===== src/rtl/mmpc_params.svh =====
`ifndef MMPC_PARAMS_SVH
`define MMPC_PARAMS_SVH
// register byte addresses (printed offsets are not multiples of four: index times four)
`define MMPC_IDX_PAGE       8'h30
`define MMPC_IDX_DIRECT     8'h31
`define MMPC_IDX_MODE       8'h32
`define MMPC_IDX_CTL1       8'h33
`define MMPC_IDX_STATUS     8'h34
`define MMPC_ADDR_PAGE      10'h0C0
`define MMPC_ADDR_DIRECT    10'h0C4
`define MMPC_ADDR_MODE      10'h0C8
`define MMPC_ADDR_CTL1      10'h0CC
`define MMPC_ADDR_STATUS    10'h0D0
// reset values and fixed pages
`define MMPC_PAGE_RESET     8'hFE
`define MMPC_PAGE_FIX0      8'hFC
`define MMPC_PAGE_FIX1      8'hFD
`define MMPC_PAGE_FIX3      8'hFF
`define MMPC_PAGE_UPPER     4'hF
`define MMPC_DIRECT_RESET   8'h00
// field positions
`define MMPC_MODE_BIT       7
`define MMPC_IFR_BIT        0
// info row window and memory map bounds in the global space
`define MMPC_IFR_LO         18'h00400
`define MMPC_IFR_HI         18'h0047F
`define MMPC_REG_HI         18'h003FF
`define MMPC_RAM_LO         18'h00800
`define MMPC_RAM_HI         18'h00FFF
`define MMPC_FLASH_LO       18'h38000
// arbitration: debug master gains priority after this many stalled cycles
`define MMPC_DBG_STALL_MAX  8'd128
`endif


===== src/rtl/mmpc_pkg.sv =====
package mmpc_pkg;
  typedef enum logic [1:0] {
    MMPC_GRANT_NONE,
    MMPC_GRANT_CPU,
    MMPC_GRANT_DBG
  } mmpc_grant_t;
endpackage


===== src/rtl/mmpc_top.sv =====
`timescale 1ns/1ps
`include "mmpc_params.svh"

module mmpc_top (
  input  wire logic        clk_i,
  input  wire logic        reset_n_i,
  // register bus (avalon-mm slave)
  input  wire logic [9:0]  avs_address_i,
  input  wire logic        avs_read_i,
  input  wire logic        avs_write_i,
  input  wire logic [31:0] avs_writedata_i,
  input  wire logic [3:0]  avs_byteenable_i,
  output logic      [31:0] avs_readdata_o,
  output logic             avs_waitrequest_o,
  output logic      [1:0]  avs_response_o,
  // system status
  input  wire logic        mode_select_pin_i,
  input  wire logic        stop_mode_i,
  input  wire logic        secured_i,
  // cpu local bus
  input  wire logic        cpu_req_i,
  input  wire logic [15:0] cpu_addr_i,
  input  wire logic        cpu_direct_i,
  input  wire logic        cpu_page_wr_i,
  input  wire logic [7:0]  cpu_page_data_i,
  output logic             cpu_stall_o,
  // background debug master local bus
  input  wire logic        dbg_req_i,
  input  wire logic [15:0] dbg_addr_i,
  output logic             dbg_stall_o,
  // global target bus
  output logic             tgt_valid_o,
  output logic [17:0]      tgt_addr_o,
  output logic             tgt_from_dbg_o,
  output logic             tgt_ifr_sel_o,
  output logic             illegal_reset_o,
  output logic             ext_bus_en_o,
  output logic             debug_control_o
);

  // ----------------------------------------------------------------
  // input synchronisers
  // ----------------------------------------------------------------
  logic [1:0] pin_sync_q;
  logic [1:0] stop_sync_q;
  logic [1:0] sec_sync_q;

  // no reset here: the pin must already be through both stages when reset lifts
  always_ff @(posedge clk_i) begin
    pin_sync_q <= {pin_sync_q[0], mode_select_pin_i};
  end

  // level inputs arrive from outside the clock domain
  always_ff @(posedge clk_i or negedge reset_n_i) begin
    if (!reset_n_i) begin
      stop_sync_q <= 2'h0;
      sec_sync_q  <= 2'h0;
    end else begin
      stop_sync_q <= {stop_sync_q[0], stop_mode_i};
      sec_sync_q  <= {sec_sync_q[0], secured_i};
    end
  end

  logic pin_s;
  logic stop_s;
  logic sec_s;
  assign pin_s  = pin_sync_q[1];
  assign stop_s = stop_sync_q[1];
  assign sec_s  = sec_sync_q[1];

  // ----------------------------------------------------------------
  // bus decode
  // ----------------------------------------------------------------
  logic       acc_q;        // one wait state: answer on second edge
  logic       req;
  logic       wr_en;
  logic       hit;
  logic       lane0;

  assign req   = avs_read_i | avs_write_i;
  assign lane0 = avs_byteenable_i[0];
  assign hit   = (avs_address_i == `MMPC_ADDR_PAGE) | (avs_address_i == `MMPC_ADDR_DIRECT)
               | (avs_address_i == `MMPC_ADDR_MODE) | (avs_address_i == `MMPC_ADDR_CTL1)
               | (avs_address_i == `MMPC_ADDR_STATUS);
  assign wr_en = avs_write_i & acc_q & lane0;
  assign avs_waitrequest_o = req & ~acc_q;

  // access phase toggles so every request sees exactly one wait cycle
  always_ff @(posedge clk_i or negedge reset_n_i) begin
    if (!reset_n_i) begin
      acc_q <= 1'b0;
    end else begin
      acc_q <= req & ~acc_q;
    end
  end

  // ----------------------------------------------------------------
  // mode register
  // ----------------------------------------------------------------
  logic armed_q;      // mode latched after reset release
  logic mode_q;       // 1 normal single chip, 0 special
  logic mode_lock_q;
  logic mode_now;
  logic special;
  logic mode_wr;

  // the pin rules while reset is held, the stored bit afterwards
  assign mode_now = armed_q ? mode_q : pin_s;
  assign special  = ~mode_now;
  assign mode_wr  = wr_en & (avs_address_i == `MMPC_ADDR_MODE);

  // reset value is a constant; the pin is captured at the first edge after release
  always_ff @(posedge clk_i or negedge reset_n_i) begin
    if (!reset_n_i) begin
      armed_q     <= 1'b0;
      mode_q      <= 1'b0;
      mode_lock_q <= 1'b0;
    end else if (!armed_q) begin
      armed_q <= 1'b1;
      mode_q  <= pin_s;
    end else if (mode_wr && !sec_s && (special || !mode_lock_q)) begin
      // only special to normal is allowed; the reverse is refused and locks
      if (special) begin
        mode_q <= avs_writedata_i[`MMPC_MODE_BIT];
      end else if (!avs_writedata_i[`MMPC_MODE_BIT]) begin
        mode_lock_q <= 1'b1;
      end
    end
  end

  // ----------------------------------------------------------------
  // page, direct and control registers
  // ----------------------------------------------------------------
  logic [3:0] page_q;
  logic [7:0] direct_q;
  logic       direct_done_q;
  logic       ifr_on_q;
  localparam logic [7:0] PAGE_RESET = `MMPC_PAGE_RESET; // only the index bits are stored

  // the call/return path writes in its own cycle so the next fetch sees it
  always_ff @(posedge clk_i or negedge reset_n_i) begin
    if (!reset_n_i) begin
      page_q <= PAGE_RESET[3:0];
    end else if (!stop_s && cpu_page_wr_i) begin
      page_q <= cpu_page_data_i[3:0];
    end else if (wr_en && avs_address_i == `MMPC_ADDR_PAGE) begin
      page_q <= avs_writedata_i[3:0];
    end
  end

  // write-once outside special mode
  always_ff @(posedge clk_i or negedge reset_n_i) begin
    if (!reset_n_i) begin
      direct_q      <= `MMPC_DIRECT_RESET;
      direct_done_q <= 1'b0;
    end else if (wr_en && avs_address_i == `MMPC_ADDR_DIRECT && (special || !direct_done_q)) begin
      direct_q      <= avs_writedata_i[7:0];
      direct_done_q <= 1'b1;
    end
  end

  always_ff @(posedge clk_i or negedge reset_n_i) begin
    if (!reset_n_i) begin
      ifr_on_q <= 1'b0;
    end else if (wr_en && avs_address_i == `MMPC_ADDR_CTL1) begin
      ifr_on_q <= avs_writedata_i[`MMPC_IFR_BIT];
    end
  end

  // ----------------------------------------------------------------
  // read data and response
  // ----------------------------------------------------------------
  logic [7:0] rd_byte;

  always_comb begin
    case (avs_address_i)
      `MMPC_ADDR_PAGE:   rd_byte = {`MMPC_PAGE_UPPER, page_q};
      `MMPC_ADDR_DIRECT: rd_byte = direct_q;
      `MMPC_ADDR_MODE:   rd_byte = {mode_now, 7'h00};
      `MMPC_ADDR_CTL1:   rd_byte = {7'h00, ifr_on_q};
      `MMPC_ADDR_STATUS: rd_byte = {5'h00, mode_lock_q, direct_done_q, sec_s};
      default:           rd_byte = 8'h00;
    endcase
  end

  // data from flip-flops, loaded at the answering edge's preceding cycle
  always_ff @(posedge clk_i or negedge reset_n_i) begin
    if (!reset_n_i) begin
      avs_readdata_o <= 32'h0;
      avs_response_o <= 2'h0;
    end else if (req && !acc_q) begin
      avs_readdata_o <= {24'h0, rd_byte};
      avs_response_o <= hit ? 2'h0 : 2'h3; // unmapped: decode error
    end
  end

  // ----------------------------------------------------------------
  // arbitration
  // ----------------------------------------------------------------
  logic [7:0] dbg_wait_q;
  logic       dbg_prio;
  logic       cpu_busy_q;   // cpu holds the bus for its current operation
  mmpc_pkg::mmpc_grant_t grant;

  // debug wins once it has waited more than the stall limit
  assign dbg_prio = (dbg_wait_q == `MMPC_DBG_STALL_MAX);

  always_comb begin
    grant = mmpc_pkg::MMPC_GRANT_NONE;
    if (!stop_s) begin
      if (dbg_req_i && (dbg_prio && !cpu_busy_q || !cpu_req_i)) begin
        grant = mmpc_pkg::MMPC_GRANT_DBG;
      end else if (cpu_req_i) begin
        grant = mmpc_pkg::MMPC_GRANT_CPU;
      end
    end
  end

  always_ff @(posedge clk_i or negedge reset_n_i) begin
    if (!reset_n_i) begin
      dbg_wait_q <= 8'h00;
      cpu_busy_q <= 1'b0;
    end else begin
      cpu_busy_q <= (grant == mmpc_pkg::MMPC_GRANT_CPU) & ~dbg_prio;
      if (!dbg_req_i || grant == mmpc_pkg::MMPC_GRANT_DBG) begin
        dbg_wait_q <= 8'h00;
      end else if (!dbg_prio) begin
        dbg_wait_q <= dbg_wait_q + 8'h01;
      end
    end
  end

  assign cpu_stall_o = cpu_req_i & (grant != mmpc_pkg::MMPC_GRANT_CPU);
  assign dbg_stall_o = dbg_req_i & (grant != mmpc_pkg::MMPC_GRANT_DBG);

  // ----------------------------------------------------------------
  // local to global translation
  // ----------------------------------------------------------------
  logic [15:0] loc;
  logic [15:0] eff;
  logic [7:0]  gpage;
  logic [17:0] gaddr;
  logic        is_dbg;
  logic        mapped;

  assign is_dbg = (grant == mmpc_pkg::MMPC_GRANT_DBG);
  assign loc    = is_dbg ? dbg_addr_i : cpu_addr_i;
  // direct page replaces the high byte for direct-mode cpu accesses
  assign eff    = (!is_dbg && cpu_direct_i) ? {direct_q, loc[7:0]} : loc;

  always_comb begin
    case (eff[15:14])
      2'b00:   gpage = `MMPC_PAGE_FIX0;
      2'b01:   gpage = `MMPC_PAGE_FIX1;
      2'b10:   gpage = {`MMPC_PAGE_UPPER, page_q};
      default: gpage = `MMPC_PAGE_FIX3;
    endcase
  end

  // low global space keeps registers and info row unpaged
  assign gaddr = (eff[15:11] == 5'h00) ? {2'b00, eff} : {gpage[3:0], eff[13:0]};

  always_comb begin
    tgt_ifr_sel_o = ifr_on_q & (gaddr >= `MMPC_IFR_LO) & (gaddr <= `MMPC_IFR_HI);
    mapped = (gaddr <= `MMPC_REG_HI) | tgt_ifr_sel_o
           | ((gaddr >= `MMPC_RAM_LO) & (gaddr <= `MMPC_RAM_HI))
           | (gaddr >= `MMPC_FLASH_LO);
  end

  assign tgt_valid_o    = (grant != mmpc_pkg::MMPC_GRANT_NONE);
  assign tgt_addr_o     = gaddr;
  assign tgt_from_dbg_o = is_dbg;
  // only cpu accesses reset; debug reads of holes return undefined data
  assign illegal_reset_o = (grant == mmpc_pkg::MMPC_GRANT_CPU) & ~mapped;
  assign ext_bus_en_o    = 1'b0;
  assign debug_control_o = armed_q & special;

  // ----------------------------------------------------------------
  // assertions
  // ----------------------------------------------------------------
  a_page_window: assert property (@(posedge clk_i) disable iff (!reset_n_i)
    (tgt_valid_o && eff[15:14] == 2'b10) |-> (tgt_addr_o[17:14] == page_q))
    else $error("window page not used");
  a_fixed_top: assert property (@(posedge clk_i) disable iff (!reset_n_i)
    (tgt_valid_o && eff[15:14] == 2'b11) |-> (tgt_addr_o[17:14] == 4'hF))
    else $error("top block not fixed");
  a_direct_high: assert property (@(posedge clk_i) disable iff (!reset_n_i)
    (grant == mmpc_pkg::MMPC_GRANT_CPU && cpu_direct_i) |-> (eff[15:8] == direct_q))
    else $error("direct page not applied");
  a_direct_once: assert property (@(posedge clk_i) disable iff (!reset_n_i)
    ($past(direct_done_q) && !special && $past(!special)) |-> $stable(direct_q))
    else $error("direct page rewritten");
  a_stop_idle: assert property (@(posedge clk_i) disable iff (!reset_n_i)
    stop_s |-> !tgt_valid_o)
    else $error("access granted in stop");
  a_secure_mode: assert property (@(posedge clk_i) disable iff (!reset_n_i)
    ($past(sec_s) && $past(armed_q)) |-> $stable(mode_q))
    else $error("mode changed while secured");
  a_call_page: assert property (@(posedge clk_i) disable iff (!reset_n_i)
    (cpu_page_wr_i && !stop_s) |=> (page_q == $past(cpu_page_data_i[3:0])))
    else $error("call page write late");
  a_dbg_starve: assert property (@(posedge clk_i) disable iff (!reset_n_i)
    (dbg_prio && dbg_req_i && !stop_s) |-> ##[0:2] !dbg_stall_o)
    else $error("debug master starved");
  a_no_ext: assert property (@(posedge clk_i) disable iff (!reset_n_i)
    !ext_bus_en_o)
    else $error("external bus enabled");

  // reset, mode, map and arbitration checks
  a_page_reset: assert property (@(posedge clk_i) disable iff (!reset_n_i)
    !armed_q |-> (page_q == PAGE_RESET[3:0]))
    else $error("page not at reset value");
  a_pin_latch: assert property (@(posedge clk_i) disable iff (!reset_n_i)
    $rose(armed_q) |-> (mode_q == $past(pin_s)))
    else $error("mode pin not latched");
  a_mode_hold: assert property (@(posedge clk_i) disable iff (!reset_n_i)
    ($past(armed_q) && !$past(mode_wr)) |-> $stable(mode_q))
    else $error("mode bit moved without a write");
  a_mode_refused: assert property (@(posedge clk_i) disable iff (!reset_n_i)
    (armed_q && mode_wr && !sec_s && !special && !avs_writedata_i[`MMPC_MODE_BIT])
    |=> (mode_lock_q && mode_q))
    else $error("refused mode write not locked");
  a_debug_ctl: assert property (@(posedge clk_i) disable iff (!reset_n_i)
    armed_q |-> (debug_control_o == !mode_q))
    else $error("debug control does not follow mode");
  a_ifr_hidden: assert property (@(posedge clk_i) disable iff (!reset_n_i)
    !ifr_on_q |-> !tgt_ifr_sel_o)
    else $error("info row visible while off");
  a_ifr_shown: assert property (@(posedge clk_i) disable iff (!reset_n_i)
    (ifr_on_q && tgt_addr_o[17:7] == 11'h008) |-> tgt_ifr_sel_o)
    else $error("info row hidden while on");
  a_hole_reset: assert property (@(posedge clk_i) disable iff (!reset_n_i)
    (grant == mmpc_pkg::MMPC_GRANT_CPU && tgt_addr_o[17:10] == 8'h01 && !ifr_on_q)
    |-> illegal_reset_o)
    else $error("cpu hole access not reset");
  a_dbg_no_reset: assert property (@(posedge clk_i) disable iff (!reset_n_i)
    tgt_from_dbg_o |-> !illegal_reset_o)
    else $error("debug access caused reset");
  a_cpu_first: assert property (@(posedge clk_i) disable iff (!reset_n_i)
    (cpu_req_i && dbg_req_i && !dbg_prio && !stop_s)
    |-> (grant == mmpc_pkg::MMPC_GRANT_CPU))
    else $error("cpu lost arbitration early");
  a_window_low: assert property (@(posedge clk_i) disable iff (!reset_n_i)
    (tgt_valid_o && eff[15:14] == 2'b10) |-> (tgt_addr_o[13:0] == eff[13:0]))
    else $error("window offset not kept");
  a_low_flat: assert property (@(posedge clk_i) disable iff (!reset_n_i)
    (tgt_valid_o && eff[15:11] == 5'h00) |-> (tgt_addr_o == {2'b00, eff}))
    else $error("low space not flat");

  c_dbg_win: cover property (@(posedge clk_i) disable iff (!reset_n_i)
    dbg_prio && grant == mmpc_pkg::MMPC_GRANT_DBG && cpu_req_i);
  c_mode_lock: cover property (@(posedge clk_i) disable iff (!reset_n_i) $rose(mode_lock_q));
  c_ifr_hit: cover property (@(posedge clk_i) disable iff (!reset_n_i) tgt_ifr_sel_o);
  c_illegal: cover property (@(posedge clk_i) disable iff (!reset_n_i) illegal_reset_o);
  c_call_page: cover property (@(posedge clk_i) disable iff (!reset_n_i) cpu_page_wr_i && !stop_s);

endmodule


===== config.mk =====
export PLATFORM = sky130hd
export DESIGN_NAME = mmpc_top
export DESIGN_NICKNAME = d
export VERILOG_FILES = /design/src/rtl/mmpc_pkg.sv /design/src/rtl/mmpc_top.sv
export VERILOG_INCLUDE_DIRS = /design/src /design/src/rtl
export SDC_FILE = /design/constraint.sdc
export NUM_CORES = 1
export LEC_CHECK = 0
export BUFFER_PORTS_ARGS = -buffer_cell sky130_fd_sc_hd__buf_2
export CORE_MARGIN = 2
export CORE_UTILIZATION = 25
export CTS_CLUSTER_SIZE = 28
export DETAILED_ROUTE_END_ITERATION = 10
export GPL_TIMING_DRIVEN = 1
export SYNTH_ARGS = -nofsm -noshare
export SYNTH_HDL_FRONTEND = slang
export SYNTH_SLANG_ARGS = --single-unit

===== constraint.sdc =====
create_clock -name clk_i -period 5.65 [get_ports clk_i]
set_clock_uncertainty 0.15 [all_clocks]
set_input_delay 0.565 -clock clk_i [delete_from_list [all_inputs] [get_ports clk_i]]
set_output_delay 0.565 -clock clk_i [all_outputs]
set_load 0.1 [all_outputs]

* Word-level counts from Yosys, hierarchy flattened *
Index checks and enable logic that the tools add are counted.
W data, S select, Z words.

word-level totals
  bits in registers = 43
  bits of input ports = 97
  output and inout port bits = 61
  word-level logic and storage cells = 109

operators by class
  $add $sub $neg = 1
  $lt $le $gt $ge = 6
  eq/ne operators = 15
  muxes and demuxes = 17
  bitwise gates (word level) = 25
  reductions and logical operators = 30

operator list
  operator                count
  $eq A10 B8 Y1 const B   5
  $pmux W8 S5             1
  $mux W16                2
  $ge A18 B11 Y1 const B  1
  $ge A18 B12 Y1 const B  1
  $ge A18 B18 Y1 const B  1
  $le A18 B10 Y1 const B  1
  $le A18 B11 Y1 const B  1
  $le A18 B12 Y1 const B  1
  $mux W18                1
  $mux W8                 2
  $and A1 B1 Y1           12
  $pmux W4 S3             1
  $logic_and A1 B1 Y1     11
  $logic_not A1 Y1        9
  $add A8 B1 Y8 const B   1
  $eq A8 B8 Y1 const B    1
  $mux W4                 2
  $or A1 B1 Y1            8
  $mux W2                 3
  $ne A2 B1 Y1 const B    3
  $logic_not A5 Y1        1
  $mux W1                 5
  $not A1 Y1              5
  8 further kinds         15

* Logic depth before layout (Yosys ltp) *
  word-level depth = 21
  depth in mapped cells = 10
  mapped depth without buffers = 9

* Least setup slack after synthesis *
Ideal clock, no wire load.

  path kind = flip-flop to output port
  start point = register dbg_wait_q[0]
  end point = output port illegal_reset_o
  arrival = 4347 ps
  required time = 4935 ps
  slack = 588 ps
  cell stages (with the launch flop) = 9
  path buffers = 0
  path through = dfrtp_1 inv_1 ha_1 and4bb_2 a31oi_2 mux2_2 a211oi_1 a221oi_2 nor3b_1

on the way
  elaborated cells between the ends (all ways) = 32
  those cells by class = 6 x order compare; 5 x eq/ne; 6 x mux; 8 x bitwise; 7 x reduce/logical

RTL lines
  what                        line             text
  start: declaration          mmpc_top.sv:200  logic [7:0] dbg_wait_q;
  start signal: assignment    mmpc_top.sv:228  dbg_wait_q <= dbg_wait_q + 8'h01;
  $eq A8 B8 Y1 (no line) *    -
  $logic_and A1 B1 Y1 *       mmpc_top.sv:211  if (dbg_req_i && (dbg_prio && !cpu_busy_q || !cpu_req_i)) begin
  $logic_or A1 B1 Y1 *        mmpc_top.sv:211
  $logic_and A1 B1 Y1 *       mmpc_top.sv:211
  $mux W2 *                   mmpc_top.sv:211
  $mux W2 *                   mmpc_top.sv:210  if (!stop_s) begin
  $eq A2 B2 Y1 *              mmpc_top.sv:246  assign is_dbg = (grant == mmpc_pkg::MMPC_GRANT_DBG);
  $logic_not A1 Y1            mmpc_top.sv:249  assign eff = (!is_dbg && cpu_direct_i) ? {direct_q, loc[7:0]} : loc;
  (+2 left out)               -
  $mux W18 *                  mmpc_top.sv:261  assign gaddr = (eff[15:11] == 5'h00) ? {2'b00, eff} : {gpage[3:0], eff[13:0]};
  named net tgt_addr_o[11]    mmpc_top.sv:33   output logic [17:0] tgt_addr_o,
  $ge A18 B11 Y1 (no line)    -
  $and A1 B1 Y1 (2 in a row)  mmpc_top.sv:264  tgt_ifr_sel_o = ifr_on_q & (gaddr >= `MMPC_IFR_LO) & (gaddr <= `MMPC_IFR_HI);
  $or A1 B1 Y1 (2 in a row)   mmpc_top.sv:265  mapped = (gaddr <= `MMPC_REG_HI) | tgt_ifr_sel_o
  $or A1 B1 Y1 *              mmpc_top.sv:265
  $not A1 Y1 *                mmpc_top.sv:274  assign illegal_reset_o = (grant == mmpc_pkg::MMPC_GRANT_CPU) & ~mapped;
  $and A1 B1 Y1 *             mmpc_top.sv:274
  end: declaration            mmpc_top.sv:36   output logic illegal_reset_o,

The timed path passes the listed nets; every way through them passes the cells marked *.

* Final worst setup path *
  start point = register dbg_wait_q[0]
  end point = output port tgt_ifr_sel_o

on the way
  word-level cells in the longest chain between the ends = 16
  elaborated cells between the ends (all ways) = 21
  those cells by class = 2 x order compare; 4 x eq/ne; 6 x mux; 2 x bitwise; 7 x reduce/logical

RTL lines
  what                                  line             text
  $eq A8 B8 Y1 (no line) *              -
  $logic_and A1 B1 Y1 *                 mmpc_top.sv:211
  $logic_or A1 B1 Y1 *                  mmpc_top.sv:211
  $logic_and A1 B1 Y1 *                 mmpc_top.sv:211
  $mux W2 *                             mmpc_top.sv:211
  $mux W2 *                             mmpc_top.sv:210
  $eq A2 B2 Y1 *                        mmpc_top.sv:246
  $logic_not A1 Y1                      mmpc_top.sv:249
  $logic_and A1 B1 Y1                   mmpc_top.sv:249
  $mux W16 *                            mmpc_top.sv:249
  $eq A2 B2 Y1 (tied with other cells)  mmpc_top.sv:252  case (eff[15:14])
  $pmux W4 S3                           mmpc_top.sv:252
  $mux W18 *                            mmpc_top.sv:261
  $ge A18 B11 Y1 (no line)              -
  $and A1 B1 Y1                         mmpc_top.sv:264
  $and A1 B1 Y1 *                       mmpc_top.sv:264
  end: declaration                      mmpc_top.sv:35   output logic tgt_ifr_sel_o,

Mark *: on every way between the ends. The rest lies on a longest branch, timed or not.

==> results.sh <==
export IMPL_status="completed"
export IMPL_synthCells=278
export IMPL_rows=37
export IMPL_worstPathRequired_ns=4.93
export IMPL_die_h_um=107
export IMPL_hold_path_end="pin_sync_q[1]"
export IMPL_reg2reg_from="dbg_wait_q[0]"
export IMPL_cts_buffers=5
export IMPL_worst_setup_path_start_kind="flip-flop"
export IMPL_core_um2=10300
export IMPL_cts_hold_buffers=0
export IMPL_hold_depth=0
export IMPL_hold_viol_final=0
export IMPL_setup_tns_ns=0
export IMPL_antenna_found_initial=1
export IMPL_antenna_cells=0
export IMPL_power_per_cell_area_nw_per_um2=247
export IMPL_synth_top_area_frac=0.349
export IMPL_ys_ff_latch=42
export IMPL_synth_cell_types=53
export IMPL_grt_usage=0.117
export IMPL_max_clock_path_buffers=2
export IMPL_ctsResizeCount=0
export IMPL_crit_arrival_ns=3.63
export IMPL_min_from="pin_sync_q[0]"
export IMPL_die_x_um=107
export IMPL_p_leak_nw=1.65
export IMPL_globalplace_congestion=0.790
export IMPL_fillers=1106
export IMPL_drtIter0Drc=68
export IMPL_initial_core_util=0.257
export IMPL_dp_hpwl_um=5660
export IMPL_vias=2215
export IMPL_fin_ws_ns=1.31
export IMPL_routed_wl_um=6810
export IMPL_setup_viol=0
export IMPL_worst_pin_slew_ns=0.881
export IMPL_gr_total_overflow=0
export IMPL_htreeDepth=2
export IMPL_r2r_end="dbg_wait_q[2]"
export IMPL_ant_nets=0
export IMPL_synth_area_leaders="dfrtp_1 35%, mux2_2 8.9%, buf_4 7.4%, mux2i_1 5.7%, nor2_1 3.8%"
export IMPL_fmax_mhz=230
export IMPL_cts_sinks=42
export IMPL_die_area_um2=11500
export IMPL_drc=0
export IMPL_grt_max_degree=41
export IMPL_ys_seq_area_frac=0.394
export IMPL_drive_gt1_frac=0.394
export IMPL_synth_edff_count=0
export IMPL_fin_crit_sh=0.768
export IMPL_viasPerCell=4.33
export IMPL_synth_commonest_cells="37 x dfrtp_1, 27 x nor2_1, 26 x buf_4"
export IMPL_slew_violations=0
export IMPL_wl_per_cell_um=13.3
export IMPL_path_class="reg2out"
export IMPL_final_nets=474
export IMPL_min_period_ns=4.34
export IMPL_numPortBuffers=101
export IMPL_clock_latency_ns=0.30
export IMPL_r2r_slack_ns=3.33
export IMPL_cts_tree="built"
export IMPL_holdCritPathClass="reg2reg"
export IMPL_r2r_cells=6
export IMPL_dr_pass1_iters=4
export IMPL_vdd_drop_max_v=0.000123
export IMPL_drv_cap=0
export IMPL_end_kind="primary output"
export IMPL_synthFlopType="dfrtp_1"
export IMPL_post_cts_setup_buffers=0
export IMPL_syn_area_um2=2650
export IMPL_async_reset_ff_frac=0.952
export IMPL_rsz0062_at_grt="false"
export IMPL_grt_pass1_wl_um=10800
export IMPL_cts_root_buf="clkbuf_8"
export IMPL_yosysWarningCount=0
export IMPL_grt_pass1_vias=2261
export IMPL_pre_cts_slack_ns=1.65
export IMPL_path_clk_slew_ns=0.08
export IMPL_max_slew_margin_rel=0.413
export IMPL_crit_path_max_fanout=20
export IMPL_area_delta_synth_final_pct=22.9
export IMPL_avgSynthCellArea_um2=9.54
export IMPL_synth_most_common_cell="dfrtp_1"
export IMPL_synth_top_area_cell="dfrtp_1"
export IMPL_ios=158
==> per-layer routing <==
| metal | track usage | vias to the layer above | part of all wire |
|---|---|---|---|
| li1 | - | 1116 | - |
| met1 | 0.147 | 1026 | 0.45 |
| met2 | 0.195 | 61 | 0.49 |
| met3 | 0.0298 | 10 | 0.048 |
| met4 | 0.0445 | 2 | 0.015 |
| met5 | 0 | - | 0.0016 |
==> state kept, by name, summed over array words and instances, names as in the netlist <==
register,count
avs_readdata_o,8
dbg_wait_q,8
direct_q,8
page_q,4
pin_sync_q,2
sec_sync_q,2
stop_sync_q,2
acc_q,1
armed_q,1
avs_response_o,1
cpu_busy_q,1
direct_done_q,1
ifr_on_q,1
mode_lock_q,1
mode_q,1
==> layout make-up <==
class,count,area [um^2],area share
Sequential cell,42,1040,0.321
Multi-Input combinational cell,214,1410,0.433
Clock buffer,5,68.8,0.0211
Tap cell,136,170,0.0522
Timing Repair Buffer,101,505,0.155
Clock inverter,3,18.8,0.00576
Inverter,11,41.3,0.0127
==> worst max-delay path, cell delays in order (launching register included) <==
cell and delay (ns):
dfrtp_1 0.45, inv_1 0.07, ha_1 0.21, and4bb_2 0.26, a31oi_2 0.52, inv_1 0.51, mux2i_1 0.34, o211ai_1 0.18
and4bb_1 0.35, buf_2 0.44
==> power breakdown <==
part / internal [W] / switching [W] / leakage, nW / total, W
Combinational: 0.0000532 / 0.000233 / 1.07 / 0.000286
Sequential: 0.000312 / 0.0000110 / 0.539 / 0.000323
Clock: 0.0000871 / 0.000108 / 0.0483 / 0.000196
==> per-stage QoR <==
stage | util | hold WS [ns] | instance area [um^2] | power [W] | std cells
after floorplan | - | 0.119 | 2740 | 0.000573 | 302
after global placement | 0.307 | 0.164 | 3170 | 0.000614 | 504
after detailed placement | 0.307 | 0.166 | 3170 | 0.000617 | 504
after CTS | 0.316 | 0.186 | 3260 | 0.000817 | 512
after global routing | 0.316 | 0.192 | 3260 | 0.000844 | 512
final | 0.316 | 0.185 | 3260 | 0.000805 | 512
==> layout by cell type (no fill, tap or decap), types with 6 or more instances in the layout <==
cell type,synthesis,routed
nand2b_1,6,6
nand3_1,8,8
nand2_1,22,22
inv_1,11,11
dfrtp_1,37,37
mux2_2,21,21
o21ai_0,16,16
nor2_1,27,27
mux2i_1,15,15
a21oi_1,11,11
conb_1,2,26
buf_2,2,101
==> worst max-delay path by stage <==
stage	start	end	slack (ns)	cells past startpoint
2_1_floorplan	dbg_wait_q[0]	illegal_reset_o	0.59	8
3_3_place_gp	dbg_wait_q[0]	tgt_ifr_sel_o	1.70	9
3_5_place_dp	dbg_wait_q[0]	illegal_reset_o	1.65	10
4_1_cts	dbg_wait_q[0]	tgt_ifr_sel_o	1.29	9
5_1_grt	dbg_wait_q[0]	illegal_reset_o	0.96	10
6_report	dbg_wait_q[0]	tgt_ifr_sel_o	1.31	9
==> cell families after synthesis <==
group,share of synthesized area
multiplexers,0.151
flip-flops,0.394
other,0.00283
AND/OR/NAND/NOR,0.188
adder cells (fa/ha/maj),0.00943
buffers and inverters,0.108
XOR/XNOR,0.0198
AO/OA/AOI/OAI,0.127
Power figures use the tool's default switching activity.
